$ cat config.mk
export PLATFORM = sky130hd
export DESIGN_NAME = ssc_standalone_cfg
export DESIGN_NICKNAME = d
export VERILOG_FILES = /design/src/ssc_pkg.sv /design/src/ssc_standalone_cfg.sv /design/src/ssc_tristate_detect.sv
export SDC_FILE = /design/constraint.sdc
export NUM_CORES = 1
export LEC_CHECK = 0
export BUFFER_PORTS_ARGS = -buffer_cell sky130_fd_sc_hd__buf_4
export CAP_MARGIN = 10
export CORE_MARGIN = 3
export CORE_UTILIZATION = 52
export CTS_CLUSTER_SIZE = 12
export DETAILED_ROUTE_END_ITERATION = 8
export GPL_ROUTABILITY_DRIVEN = 1
export PLACE_DENSITY = 0.79
export SYNTH_ARGS = -nofsm -noshare
export SYNTH_HDL_FRONTEND = slang
export SYNTH_SLANG_ARGS = --single-unit
$ cat constraint.sdc
create_clock -name sys_clk -period 2.5 [get_ports sys_clk]
set_clock_uncertainty 0.2 [all_clocks]
set_input_delay 0.25 -clock sys_clk [delete_from_list [all_inputs] [get_ports sys_clk]]
set_output_delay 0.25 -clock sys_clk [all_outputs]
set_load 0.05 [all_outputs]
$ cat src/ssc_pkg.sv
package ssc_pkg;
    typedef enum logic [1:0] {
        SSC_LVL_LOW  = 2'h0,
        SSC_LVL_HIGH = 2'h1,
        SSC_LVL_OPEN = 2'h2
    } ssc_level_t;

    typedef enum logic [2:0] {
        SSC_ST_IDLE   = 3'h1,
        SSC_ST_SAMPLE = 3'h2,
        SSC_ST_HOLD   = 3'h4
    } ssc_state_t;

    localparam logic [3:0] SSC_DECAY_LOW  = 4'h4;
    localparam logic [3:0] SSC_DECAY_HIGH = 4'h7;
    localparam logic [3:0] SSC_DECAY_OPEN = 4'hA;
    localparam logic [3:0] SSC_DECAY_RST  = 4'h0;
    localparam logic [3:0] SSC_RES_FULL   = 4'h8;
    localparam logic [3:0] SSC_RES_HALF   = 4'h7;
    localparam logic [3:0] SSC_RES_QUART  = 4'h6;
    localparam logic [3:0] SSC_RES_16     = 4'h4;
    localparam logic [3:0] SSC_RES_RST    = 4'h0;
    localparam int         SSC_POS_W      = 32;
    localparam logic [3:0] SSC_SETTLE_CYC = 4'h3;
endpackage

$ cat src/ssc_standalone_cfg.sv
`timescale 1ns/100ps
module ssc_standalone_cfg (
    input  wire logic                       sys_clk,
    input  wire logic                       nrst,
    input  wire logic                       serial_select,
    input  wire logic                       step_dir_select_pd,
    input  wire logic                       step_dir_select_pu,
    input  wire logic                       off_time_strap_pd,
    input  wire logic                       off_time_strap_pu,
    input  wire logic                       resolution_strap_low_pd,
    input  wire logic                       resolution_strap_low_pu,
    input  wire logic                       resolution_strap_high_pd,
    input  wire logic                       resolution_strap_high_pu,
    input  wire logic                       step_in,
    input  wire logic                       dir_in,
    input  wire logic                       driver_error,
    input  wire logic                       index_hit,
    output logic                            standalone_r,
    output logic                            spi_enable_r,
    output logic                            uart_enable_r,
    output logic                            step_dir_select_r,
    output logic                            cfg_valid_r,
    output logic [3:0]                      slow_decay_time_r,
    output logic [3:0]                      microstep_resolution_code_r,
    output logic                            intpol_r,
    output logic                            en_pwm_mode_r,
    output logic                            fault_output_select_r,
    output logic                            index_output_select_r,
    output logic [ssc_pkg::SSC_POS_W-1:0]   position_r,
    output logic                            first_fault_pin_oe_r,
    output logic                            second_index_pin_oe_r
);
    ////////////////////////////////////////////////////////////////////////////////
    ssc_pkg::ssc_level_t lvl_sd;
    ssc_pkg::ssc_level_t lvl_off;
    ssc_pkg::ssc_level_t lvl_lo;
    ssc_pkg::ssc_level_t lvl_hi;
    ssc_pkg::ssc_state_t state_r;
    ssc_pkg::ssc_state_t state_nxt;
    logic [3:0]          settle_r;
    logic                step_d_r;
    logic [5:0]          res_bits;

    ssc_tristate_detect u_det_sd (
        .sys_clk  (sys_clk),
        .nrst     (nrst),
        .probe_pd (step_dir_select_pd),
        .probe_pu (step_dir_select_pu),
        .level    (lvl_sd)
    );
    ssc_tristate_detect u_det_off (
        .sys_clk  (sys_clk),
        .nrst     (nrst),
        .probe_pd (off_time_strap_pd),
        .probe_pu (off_time_strap_pu),
        .level    (lvl_off)
    );
    ssc_tristate_detect u_det_lo (
        .sys_clk  (sys_clk),
        .nrst     (nrst),
        .probe_pd (resolution_strap_low_pd),
        .probe_pu (resolution_strap_low_pu),
        .level    (lvl_lo)
    );
    ssc_tristate_detect u_det_hi (
        .sys_clk  (sys_clk),
        .nrst     (nrst),
        .probe_pd (resolution_strap_high_pd),
        .probe_pu (resolution_strap_high_pu),
        .level    (lvl_hi)
    );

    ////////////////////////////////////////////////////////////////////////////////
    function automatic logic [3:0] off_decode(input ssc_pkg::ssc_level_t l);
        case (l)
            ssc_pkg::SSC_LVL_LOW:  off_decode = ssc_pkg::SSC_DECAY_LOW;
            ssc_pkg::SSC_LVL_HIGH: off_decode = ssc_pkg::SSC_DECAY_HIGH;
            default:               off_decode = ssc_pkg::SSC_DECAY_OPEN;
        endcase
    endfunction

    // Returns the resolution code, the interpolation flag and the pwm enable, in that order from the top.
    function automatic logic [5:0] res_decode(input ssc_pkg::ssc_level_t hi, input ssc_pkg::ssc_level_t lo);
        case (hi)
            ssc_pkg::SSC_LVL_LOW: begin
                case (lo)
                    ssc_pkg::SSC_LVL_LOW:  res_decode = {ssc_pkg::SSC_RES_FULL, 2'b00};
                    ssc_pkg::SSC_LVL_HIGH: res_decode = {ssc_pkg::SSC_RES_HALF, 2'b00};
                    default:               res_decode = {ssc_pkg::SSC_RES_HALF, 2'b10};
                endcase
            end
            ssc_pkg::SSC_LVL_HIGH: begin
                case (lo)
                    ssc_pkg::SSC_LVL_LOW:  res_decode = {ssc_pkg::SSC_RES_QUART, 2'b00};
                    ssc_pkg::SSC_LVL_HIGH: res_decode = {ssc_pkg::SSC_RES_16, 2'b00};
                    default:               res_decode = {ssc_pkg::SSC_RES_QUART, 2'b10};
                endcase
            end
            default: begin
                case (lo)
                    ssc_pkg::SSC_LVL_LOW:  res_decode = {ssc_pkg::SSC_RES_16, 2'b10};
                    ssc_pkg::SSC_LVL_HIGH: res_decode = {ssc_pkg::SSC_RES_QUART, 2'b11};
                    default:               res_decode = {ssc_pkg::SSC_RES_16, 2'b11};
                endcase
            end
        endcase
    endfunction

    assign res_bits = res_decode(lvl_hi, lvl_lo);

    ////////////////////////////////////////////////////////////////////////////////
    // Waits for the detectors to settle after reset or mode entry, then latches once.
    always_comb begin
        state_nxt = state_r;
        case (state_r)
            ssc_pkg::SSC_ST_IDLE: begin
                if (!serial_select) begin
                    state_nxt = ssc_pkg::SSC_ST_SAMPLE;
                end
            end
            ssc_pkg::SSC_ST_SAMPLE: begin
                if (serial_select) begin
                    state_nxt = ssc_pkg::SSC_ST_IDLE;
                end else if (settle_r == ssc_pkg::SSC_SETTLE_CYC) begin
                    state_nxt = ssc_pkg::SSC_ST_HOLD;
                end
            end
            ssc_pkg::SSC_ST_HOLD: begin
                if (serial_select) begin
                    state_nxt = ssc_pkg::SSC_ST_IDLE;
                end
            end
            default: state_nxt = ssc_pkg::SSC_ST_IDLE;
        endcase
    end

    always_ff @(posedge sys_clk or negedge nrst) begin
        if (!nrst) begin
            state_r <= ssc_pkg::SSC_ST_IDLE;
        end else begin
            state_r <= state_nxt;
        end
    end

    always_ff @(posedge sys_clk or negedge nrst) begin
        if (!nrst) begin
            settle_r <= 4'h0;
        end else if (state_r == ssc_pkg::SSC_ST_SAMPLE) begin
            settle_r <= settle_r + 4'h1;
        end else begin
            settle_r <= 4'h0;
        end
    end

    ////////////////////////////////////////////////////////////////////////////////
    always_ff @(posedge sys_clk or negedge nrst) begin
        if (!nrst) begin
            standalone_r          <= 1'b0;
            spi_enable_r          <= 1'b0;
            uart_enable_r         <= 1'b0;
            fault_output_select_r <= 1'b0;
            index_output_select_r <= 1'b0;
        end else begin
            standalone_r          <= !serial_select;
            spi_enable_r          <= serial_select;
            uart_enable_r         <= serial_select;
            fault_output_select_r <= !serial_select;
            index_output_select_r <= !serial_select;
        end
    end

    // An open select pin reads as high; only a firm low selects the other mode.
    always_ff @(posedge sys_clk or negedge nrst) begin
        if (!nrst) begin
            step_dir_select_r <= 1'b1;
        end else begin
            step_dir_select_r <= (lvl_sd != ssc_pkg::SSC_LVL_LOW);
        end
    end

    always_ff @(posedge sys_clk or negedge nrst) begin
        if (!nrst) begin
            cfg_valid_r                 <= 1'b0;
            slow_decay_time_r           <= ssc_pkg::SSC_DECAY_RST;
            microstep_resolution_code_r <= ssc_pkg::SSC_RES_RST;
            intpol_r                    <= 1'b0;
            en_pwm_mode_r               <= 1'b0;
        end else if (state_nxt == ssc_pkg::SSC_ST_HOLD && state_r == ssc_pkg::SSC_ST_SAMPLE) begin
            cfg_valid_r       <= 1'b1;
            slow_decay_time_r <= off_decode(lvl_off);
            {microstep_resolution_code_r, intpol_r} <= res_bits[5:1];
            en_pwm_mode_r     <= res_bits[0];
        end else if (state_nxt == ssc_pkg::SSC_ST_IDLE) begin
            cfg_valid_r <= 1'b0;
        end
    end

    ////////////////////////////////////////////////////////////////////////////////
    always_ff @(posedge sys_clk or negedge nrst) begin
        if (!nrst) begin
            step_d_r   <= 1'b0;
            position_r <= '0;
        end else begin
            step_d_r <= step_in;
            if (cfg_valid_r && step_in && !step_d_r) begin
                if (dir_in) begin
                    position_r <= position_r - ssc_pkg::SSC_POS_W'(1);
                end else begin
                    position_r <= position_r + ssc_pkg::SSC_POS_W'(1);
                end
            end
        end
    end

    // Open drain: enable pulls the pin low while serial_select is low and the flagged condition is active.
    always_ff @(posedge sys_clk or negedge nrst) begin
        if (!nrst) begin
            first_fault_pin_oe_r  <= 1'b0;
            second_index_pin_oe_r <= 1'b0;
        end else begin
            first_fault_pin_oe_r  <= !serial_select && driver_error;
            second_index_pin_oe_r <= !serial_select && index_hit;
        end
    end
endmodule

$ cat src/ssc_tristate_detect.sv
`timescale 1ns/100ps
// Classifies one strap from two probe samples: pin sensed with pull-down and with pull-up.
module ssc_tristate_detect (
    input  wire logic              sys_clk,
    input  wire logic              nrst,
    input  wire logic              probe_pd,
    input  wire logic              probe_pu,
    output ssc_pkg::ssc_level_t    level
);
    always_ff @(posedge sys_clk or negedge nrst) begin
        if (!nrst) begin
            level <= ssc_pkg::SSC_LVL_OPEN;
        end else if (probe_pd && probe_pu) begin
            level <= ssc_pkg::SSC_LVL_HIGH;
        end else if (!probe_pd && !probe_pu) begin
            level <= ssc_pkg::SSC_LVL_LOW;
        end else begin
            level <= ssc_pkg::SSC_LVL_OPEN;
        end
    end
endmodule

==> impl_metrics.csv, run 1 <==
group,metric,value,unit
outcome,status,"finished, violations left",
outcome,violations,"setup timing",
critical_path,cp_max_fo,5,
global_routing,grt_overflow,0,
drt,drtIter0Drc,398,
critical_path,crit_path_end_kind,"register",
timing,rsz0062_at_grt,"true",
cts,clock_path_buffers,2,
cts,htreeDepth,3,
cells_and_area,diodes,0,
timing,tightest_slew,0.813,ns
floorplan,dieWidth,96.0,um
global_routing,grt_pass1_wl,21.2,mm
cells_and_area,drive_above_1_share,0.383,
logic_synthesis,async_reset_ff_frac,1.00,
logic_synthesis,syn_area,0.00422,mm2
floorplan,start_util,0.540,
cts,cts_buffers,9,
floorplan,dieArea,0.00922,mm2
logic_synthesis,ys_seq_area_frac,0.382,
power,sw_frac_of_total,0.319,
cts,clock-root-buffer,"clkbuf_8",
timing,hold-worst-slack,0.248,ns
global_routing,grtUsageMet1,0.345,
power,p_clk_frac,0.368,
logic_synthesis,synth-simple-area-share,0.181,
cts,insertion_delay,0.36,ns
critical_path,slowest_delay,0.44,ns
critical_path,worstPathArrival,2.71,ns
logic_synthesis,synth-xor-area-share,0.0623,
logic_synthesis,synth_edf_count,0,
timing,post-route-min-period,2.68,ns
place,pre_cts_ws,-0.288,ns
global_routing,grt_max_degree,65,
floorplan,rows,32,
timing,max_freq,0.373,GHz
cells_and_area,final_util,0.797,
floorplan,dieHeight,96.0,um
drt,first_pass_iters,5,
cells_and_area,nets,702,
drt,drc,0,
hold_path,hp-class,"reg2reg",
critical_path,reg2reg_depth,8,
cells_and_area,synthToLayoutAreaGrowth,47.6,%
power,p_int,2.13,mW
logic_synthesis,synthCells,478,
place,gp_congestion,0.990,
critical_path,worstSetupPathType,"reg2reg",
power,p_leak,2.91,nW
critical_path,critical_path_depth,8,
timing,hold_viol,0,
place,numPortBuffers,65,
critical_path,crit_required,2.53,ns
logic_synthesis,synth-adder-area-share,0.109,
global_routing,grt_use_met2,0.521,
timing,setup_viol,10,
place,dp_hpwl,8.84,mm
timing,slew_headroom,0.458,
power,power_frac_comb,0.269,
cts,cts_sinks,64,
hold_path,holdPathStages,1,
drt,routed_wirelength,14.0,mm
global_routing,grt_pass1_vias,4551,
logic_synthesis,ys.flop_type,"dfrtp_1",
global_routing,grt_usage,0.295,
critical_path,path_cells,"fa_2 -> a21o_1 -> a221oi_4 -> o21ai_2 -> a221o_2 -> a31oi_4 -> xor2_1 -> o21ai_1",
power,vdd_ir_drop_max,466,uV
logic_synthesis,synth_top_family_by_area,"compound AO/OA/AOI/OAI gates",
cts,clk_pin_slew,0.08,ns
floorplan,pin_count,66,
logic_synthesis,synth.distinct_cells,63,
drt,postRouteAntennaNets,0,
logic_synthesis,synth_seq_cells,64,
critical_path,crit_slowest_cell,"a221o_2",
critical_path,cp_top_family,"compound AO/OA/AOI/OAI gates",
drt,wire_per_inst,18.5,um
critical_path,path_buf_inv,0,
logic_synthesis,synth_nets,529,
logic_synthesis,avgSynthCellArea,8.82,um2
logic_synthesis,yosysWarningCount,0,
cts,cts_tree,"yes",
power,power.switching,0.999,mW
critical_path,crit_path_start_kind,"register",
job,max_cap_violations,0,
drt,via_per_inst,6.04,
power,powerDensity,503,mW/mm2
timing,worst_slack,-0.180,ns
logic_synthesis,synth_compound_area_frac,0.215,
drt,vias,4581,
global_routing,grtUsageMet3,0.0547,
timing,slew_viol_final,0,
timing,fin_crit_sh,1.07,
global_routing,grt-busiest-layer,"met2",
logic_synthesis,muxShareOfSynthArea,0.00742,
floorplan,core_area,0.00781,mm2
power,seqPwrFrac,0.363,
global_routing,antenna_found_initial,0,
metal layers:
metal  share of wire  vias up
met5               0        -
met4           0.052        0
met3           0.069       80
met2            0.50      272
met1            0.38     2156
li1                -     2073
through the flow:
step / instance area [um2] / power (mW) / cells / setup TNS (ns)
finish: 6220 / 3.13 / 758 / -1.22
global route: 6220 / 3.25 / 758 / -2.38
CTS: 6090 / 3.08 / 756 / -0.671
global placement: 5520 / 1.85 / 717 / -1.03
detailed placement: 5520 / 1.88 / 717 / -2.60
floorplan: 4340 / 1.57 / 478 / -0.700
cells in the mapped netlist, types with 3 or more instances:
cell,n,area share
nand4_1,9,0.013
nand2_1,84,0.075
o21a_1,3,0.0053
nor3_1,9,0.011
nor2_1,35,0.031
a211o_1,3,0.0062
o21ai_1,3,0.0036
o21ai_0,55,0.065
a21o_1,5,0.0089
nor2b_1,3,0.0045
buf_4,4,0.0071
and3_1,4,0.0059
ha_1,35,0.10
xor2_1,14,0.029
clkbuf_8,3,0.0098
nand3_1,5,0.0059
a211oi_1,7,0.012
xnor2_1,16,0.033
clkbuf_1,9,0.0080
o21bai_1,3,0.0053
dfstp_2,6,0.037
o211ai_1,3,0.0053
dfrtp_1,58,0.34
nor4_1,4,0.0059
inv_1,12,0.011
a21oi_1,38,0.045
power by group through the flow:
stage                     Sequential [mW]  Clock (mW)  Combinational, mW
after floorplan                      1.25           0              0.322
final                                1.14        1.15              0.844
after CTS                            1.13        1.16              0.790
after global routing                 1.14        1.21              0.900
after detailed placement             1.15           0              0.731
after global placement               1.15           0              0.704
final timing paths:
check / start / end / slack, ns
setup reg to reg: position_r[0] / position_r[18] / -0.18
min in group asynchronous: nrst / position_r[17] / 0.30
hold reg to reg: u_det_sd.level[0] / step_dir_select_r / 0.25
hold / removal: u_det_sd.level[0] / step_dir_select_r / 0.25
max in group asynchronous: nrst / position_r[9] / 1.18
setup / recovery: position_r[0] / position_r[18] / -0.18
flip-flops by register name, indices dropped and copies added, names as in the netlist, 3 cells and up:
| register | count |
|---|---|
| microstep_resolution_code_r | 4 |
| state_r | 3 |
| settle_r | 4 |
| slow_decay_time_r | 4 |
| position_r | 32 |
cells by family (layout without fill, tap and decap cells):
| kind of cell | after synthesis | after routing |
|---|---|---|
| AO/OA/AOI/OAI | 144 | 144 |
| XOR/XNOR | 30 | 30 |
| adder cells (fa/ha/maj) | 36 | 36 |
| buffers and inverters | 32 | 210 |
| flip-flops | 64 | 64 |
| multiplexers | 3 | 3 |
| AND/OR/NAND/NOR | 169 | 169 |
layout by cell type (no fill, tap or decap), types with 5 or more instances in the layout:
cell	Yosys	layout
nand4_1	9	9
ha_4	0	12
clkbuf_8	3	9
nor2_1	35	35
dfrtp_1	58	43
ha_1	35	23
dlygate4sd3_1	0	17
a211oi_1	7	6
o21ai_1	3	6
xnor2_1	16	14
a21oi_2	0	8
dfrtp_2	0	15
nand2_1	84	81
nor3_1	9	9
buf_4	4	160
a21oi_1	38	30
a21o_1	5	5
dfstp_2	6	6
inv_1	12	12
o21ai_0	55	52
xor2_1	14	14
cell type report:
class	count	area (um2)
clock buffer	9	124
inverter	12	45.0
fill	452	1580
tap	102	128
sequential	64	1630
multi-input combinational	382	2730
clock inverter	7	128
timing repair buffer	182	1450
timing repair:
action / CTS / global route
hold endpoints to repair: 74 / 0
endpoints found under the setup margin: 12 / 19
hold buffers: 17 / 0
resized for setup: 17 / 24
buffers inserted: 6 / 2
pin swaps: 6 / 13
Note: power is estimated with default switching activity, not from simulation.
==> run 2: changes to the inputs <==
PLACE_DENSITY = 0.76   (was 0.79)
==> impl_metrics.csv, run 2 (synthesis results as in run 1) <==
group,metric,value,unit
outcome,status,"finished, violations left",
outcome,violations,"setup timing",
power,p_int,2.02,mW
cts,clock_path_buffers,2,
drt,drtIter0Drc,232,
floorplan,pin_count,66,
power,sw_frac_of_total,0.328,
drt,drc,0,
cells_and_area,stdcell_count,757,
cts,clock-root-buffer,"clkbuf_8",
place,dp.cells,715,
drt,wire_per_inst,16.4,um
critical_path,crit_required,2.55,ns
timing,setup_viol,9,
cells_and_area,final_common_cell,"buf_4",
hold_path,worstHoldStart,"u_det_sd.level[0]",
power,seqPwrFrac,0.377,
timing,post-route-min-period,2.63,ns
cts,cts_buffers,9,
timing,finalSetupTns,-0.611,ns
cts,cts_sinks,64,
cells_and_area,nets,701,
global_routing,grt_usage,0.273,
place,dp_hpwl,8.45,mm
cts,htreeDepth,3,
critical_path,worstSetupPathType,"reg2reg",
cts,clk_pin_slew,0.10,ns
drt,postRouteAntennaNets,0,
timing,max_freq,0.380,GHz
timing,hold_viol,0,
critical_path,cp_max_fo,5,
job,max_cap_violations,0,
critical_path,slowest_delay,0.43,ns
cells_and_area,synthToLayoutAreaGrowth,45.2,%
power,powerDensity,491,mW/mm2
place,numPortBuffers,65,
power,p_clk_frac,0.356,
floorplan,rows,32,
floorplan,dieHeight,96.0,um
global_routing,grt_pass1_vias,4207,
timing,slew_viol_final,0,
cts,cts_tree,"yes",
floorplan,core_area,0.00781,mm2
critical_path,startpoint,"position_r[0]",
cells_and_area,drive_above_1_share,0.379,
power,total_power,3.01,mW
power,vdd_ir_drop_max,368,uV
drt,via_per_inst,5.67,
critical_path,worstPathArrival,2.68,ns
cells_and_area,nFillCells,524,
critical_path,crit_path_end_kind,"register",
cells_and_area,largest_register_ffs,32,
place,dpl_cell_area,0.00549,mm2
timing,fin_crit_sh,1.05,
critical_path,crit_path_start_kind,"register",
global_routing,grt_pass1_wl,19.5,mm
cells_and_area,multi_input_area,0.00268,mm2
power,p_leak,2.88,nW
place,pre_cts_ws,-0.320,ns
cts,insertion_delay,0.36,ns
drt,vias,4292,
floorplan,dieWidth,96.0,um
floorplan,dieArea,0.00922,mm2
critical_path,crit_slowest_cell,"dfrtp_2",
critical_path,r2r-start,"position_r[0]",
cells_and_area,stdcell_area,0.00612,mm2
timing,rsz0062_at_grt,"true",
power,power_frac_comb,0.267,
place,gp_congestion,0.974,
global_routing,grt_max_degree,65,
cells_and_area,regMostFlops,"position_r",
cells_and_area,area.sequential,0.00163,mm2
global_routing,grt_overflow,0,
global_routing,antenna_found_initial,0,
power,power.switching,0.986,mW
critical_path,path_cells,"fa_2 -> a21o_1 -> a221oi_4 -> o21ai_2 -> a221o_2 -> a31oi_2 -> xor2_1 -> o21ai_1",
timing,slew_headroom,0.461,
critical_path,cp_top_family,"compound AO/OA/AOI/OAI gates",
timing,tightest_slew,0.808,ns
hold_path,hp-class,"reg2reg",
drt,routed_wirelength,12.4,mm
floorplan,start_util,0.540,
timing,worst_slack,-0.130,ns
drt,first_pass_iters,4,
cells_and_area,final_cell_mix,"163 x buf_4, 82 x nand2_1, 52 x o21ai_0",
cells_and_area,diodes,0,
critical_path,path_buf_inv,0,
run 2: cell count changes in the layout (fill, tap and decap cells not counted), moves of 2 or more:
cell	before	now
xnor2_1	14	16
ha_1	23	25
a21oi_1	30	28
ha_4	12	9
buf_6	3	0
buf_4	160	163
a21oi_2	8	10
xnor2_2	2	0
run 2: final timing paths:
path,to,slack (ns),cells after the start
min in group asynchronous,position_r[26],0.30,2
max,position_r[30],-0.13,8
max reg2reg,position_r[30],-0.13,8
min reg2reg,step_dir_select_r,0.24,1
max in group asynchronous,position_r[3],1.19,2
min,step_dir_select_r,0.24,1
run 2: layer usage:
| layer | vias up | routed length, um | track usage |
|---|---|---|---|
| li1 | 2053 | - | - |
| met1 | 2023 | 4930 | 0.319 |
| met2 | 168 | 6250 | 0.469 |
| met3 | 48 | 772 | 0.0555 |
| met4 | 0 | 449 | 0.141 |
| met5 | - | 0 | 0 |
run 2: cell type report:
cell class	count	area share
Clock inverter	7	0.0168
Sequential cell	64	0.266
Tap cell	102	0.0209
Clock buffer	9	0.0202
Timing Repair Buffer	181	0.231
Inverter	12	0.00736
Multi-Input combinational cell	382	0.438
run 2: timing repair:
action | 4_1_cts | 5_1_grt
hold endpoints to repair | 74 | 0
resized for setup | 16 | 16
pin swaps | 10 | 9
setup endpoints to repair | 8 | 21
hold buffers | 17 | 0
buffers inserted | 7 | 2
run 2: power groups by stage:
stage | registers [mW] | clock network (mW) | logic, mW
2_1_floorplan | 1.25 | 0 | 0.322
3_3_place_gp | 1.15 | 0 | 0.705
3_5_place_dp | 1.15 | 0 | 0.720
4_1_cts | 1.13 | 1.07 | 0.774
5_1_grt | 1.14 | 1.13 | 0.870
6_report | 1.13 | 1.07 | 0.804
run 2: worst register-to-register path, delay by kind of cell, from the launching register on:
kind,cells,cell delay [ns]
AO/OA/AOI/OAI,6,1.31
flip-flops,1,0.43
adder cells (fa/ha/maj),1,0.40
XOR/XNOR,1,0.20
run 2: metrics by stage:
stage          utilization  hold slack, ns
6_report             0.784           0.242
3_3_place_gp         0.703           0.170
3_5_place_dp         0.703           0.171
4_1_cts              0.774           0.244
2_1_floorplan            -          -0.246
5_1_grt              0.784           0.250
==> run 3: changes to the inputs <==
==> constraint.sdc (replaced) <==
create_clock -name sys_clk -period 2.5 [get_ports sys_clk]
set_clock_uncertainty 0.2 [all_clocks]
set_input_delay 0.75 -clock sys_clk [delete_from_list [all_inputs] [get_ports sys_clk]]
set_output_delay 0.75 -clock sys_clk [all_outputs]
set_load 0.05 [all_outputs]
==> impl_metrics.csv, run 3 (synthesis results as in run 1) <==
group,metric,value,unit
critical_path,crit_path_start_kind,"input pin",
outcome,violations,"setup timing",
cells_and_area,nFillCells,340,
timing,slew_headroom,0.527,
critical_path,startpoint,"dir_in",
drt,first_pass_iters,9,
floorplan,core_area,0.00781,mm2
critical_path,worstPathArrival,3.09,ns
cts,cts_sinks,64,
cells_and_area,synthToLayoutAreaGrowth,63.6,%
global_routing,grt_usage,0.342,
drt,postRouteAntennaNets,0,
cells_and_area,diodes,0,
timing,tightest_slew,0.701,ns
timing,worst_slack,-0.553,ns
cells_and_area,stdcell_area,0.00690,mm2
timing,rsz0062_at_grt,"true",
cts,cts_tree,"yes",
drt,via_per_inst,6.36,
cts,hold_buffers,0,
timing,fin_crit_sh,1.22,
cts,cts_buffers,9,
timing,hold_viol,0,
timing,setup_viol,22,
critical_path,r2r-start,"position_r[11]",
job,max_cap_violations,0,
drt,wire_per_inst,22.8,um
drt,drc,0,
global_routing,antenna_found_initial,0,
critical_path,path_cells,"buf_16 -> buf_12 -> buf_12 -> buf_4 -> ha_4 -> buf_4 -> nand4_1 -> nor3_2 -> nand2_1 -> o21ai_0 -> a31oi_1 -> xor2_1 -> o21ai_1",
timing,max_freq,0.328,GHz
place,dp_hpwl,9.10,mm
place,numPortBuffers,65,
floorplan,dieHeight,96.0,um
floorplan,pin_count,66,
power,powerDensity,472,mW/mm2
drt,vias,5058,
critical_path,crit_path_end_kind,"register",
global_routing,grt_pass1_wl,23.9,mm
place,gp_congestion,0.933,
cells_and_area,multi_input_area,0.00310,mm2
cells_and_area,area.sequential,0.00161,mm2
timing,post-route-min-period,3.05,ns
critical_path,cp_top_family,"simple AND/OR/NAND/NOR gates",
timing,slew_viol_final,0,
global_routing,grt_overflow,0,
global_routing,grt_pass1_vias,4926,
critical_path,cp_max_fo,8,
critical_path,path_buf_inv,5,
place,dpl_cell_area,0.00575,mm2
cells_and_area,regMostFlops,"position_r",
hold_path,hp-class,"in2async",
critical_path,slowest_delay,0.38,ns
power,total_power,3.26,mW
floorplan,start_util,0.540,
cts,insertion_delay,0.37,ns
drt,routed_wirelength,18.2,mm
floorplan,dieArea,0.00922,mm2
floorplan,rows,32,
cts,clock_path_buffers,2,
critical_path,crit_slowest_cell,"nor3_2",
outcome,status,"finished, violations left",
cells_and_area,final_common_cell,"buf_4",
power,vdd_ir_drop_max,450,uV
cells_and_area,final_cell_mix,"195 x buf_4, 77 x nand2_1, 58 x dfrtp_1",
cells_and_area,nets,739,
global_routing,grt_max_degree,63,
cts,htreeDepth,3,
floorplan,dieWidth,96.0,um
power,p_leak,3.23,nW
critical_path,crit_required,2.54,ns
critical_path,worstSetupPathType,"in2reg",
cells_and_area,largest_register_ffs,32,
cells_and_area,drive_above_1_share,0.489,
drt,drtIter0Drc,600,
cts,clock-root-buffer,"clkbuf_8",
cts,clk_pin_slew,0.09,ns
==> run 3: cell count changes in the layout (fill, tap and decap cells not counted), moves of 15 or more <==
cell           before  now
buf_4             163  195
buf_6               0   19
dfrtp_1            43   58
dfrtp_2            15    0
dlygate4sd3_1      17    0
o21ai_0            52   33
==> run 3: repair_timing <==
item | CTS | global route
endpoints found under the setup margin | 20 | 23
resized for setup | 100 | 37
gates cloned | 1 | 0
buffers inserted | 24 | 12
pin swaps | 47 | 33
==> run 3: metal layers <==
layer  vias up  wire length [um]  GRT usage  share of wire
li1       2129                 -          -              -
met4         0              1380      0.213          0.076
met2       384              8490      0.568           0.47
met3       161              1880     0.0860           0.10
met5         -                 0          0              0
met1      2384              6410      0.391           0.35
==> run 3: cell type report <==
cell class / instances / share of cell area
multi-input cells: 382 / 0.449
well taps: 102 / 0.0185
repair buffers: 219 / 0.260
flip-flops and latches: 64 / 0.233
inverters: 12 / 0.00653
clock buffers: 9 / 0.0180
clock inverters: 7 / 0.0149
==> run 3: per-stage QoR <==
stage	cells	hold WS (ns)	utilization	setup TNS [ns]	worst slack [ns]
CTS	784	0.118	0.851	-1.85	-0.278
global placement	743	0.214	0.736	-12.51	-0.722
detailed placement	743	0.218	0.736	-13.73	-0.800
global route	795	0.119	0.883	-6.14	-0.512
finish	795	0.0959	0.883	-5.40	-0.553
floorplan	478	0.210	-	-2.04	-0.328
==> run 3: worst paths after layout <==
| kind | slack (ns) | to | cells past startpoint |
|---|---|---|---|
| worst max register to register | -0.34 | position_r[24] | 8 |
| min in group sys_clk | 0.25 | step_dir_select_r | 1 |
| worst min-delay path | 0.1 | position_r[15] | 1 |
| worst min register to register | 0.25 | step_dir_select_r | 1 |
| worst max-delay path | -0.55 | position_r[30] | 13 |
| max in group asynchronous | 1.39 | state_r[0] | 2 |
==> run 3: power breakdown <==
group,switching [mW],internal [mW]
registers,0.0488,1.09
clock network,0.490,0.572
logic,0.587,0.470
==> run 3: worst reg2reg max path: stages, from the launching register on <==
cell and delay [ns]:
dfrtp_1 0.43, ha_1 0.40, nand4_1 0.18, or2_1 0.28, o211a_4 0.29, o41ai_4 0.33, nand2_1 0.16, and4_4 0.21
a211o_1 0.23
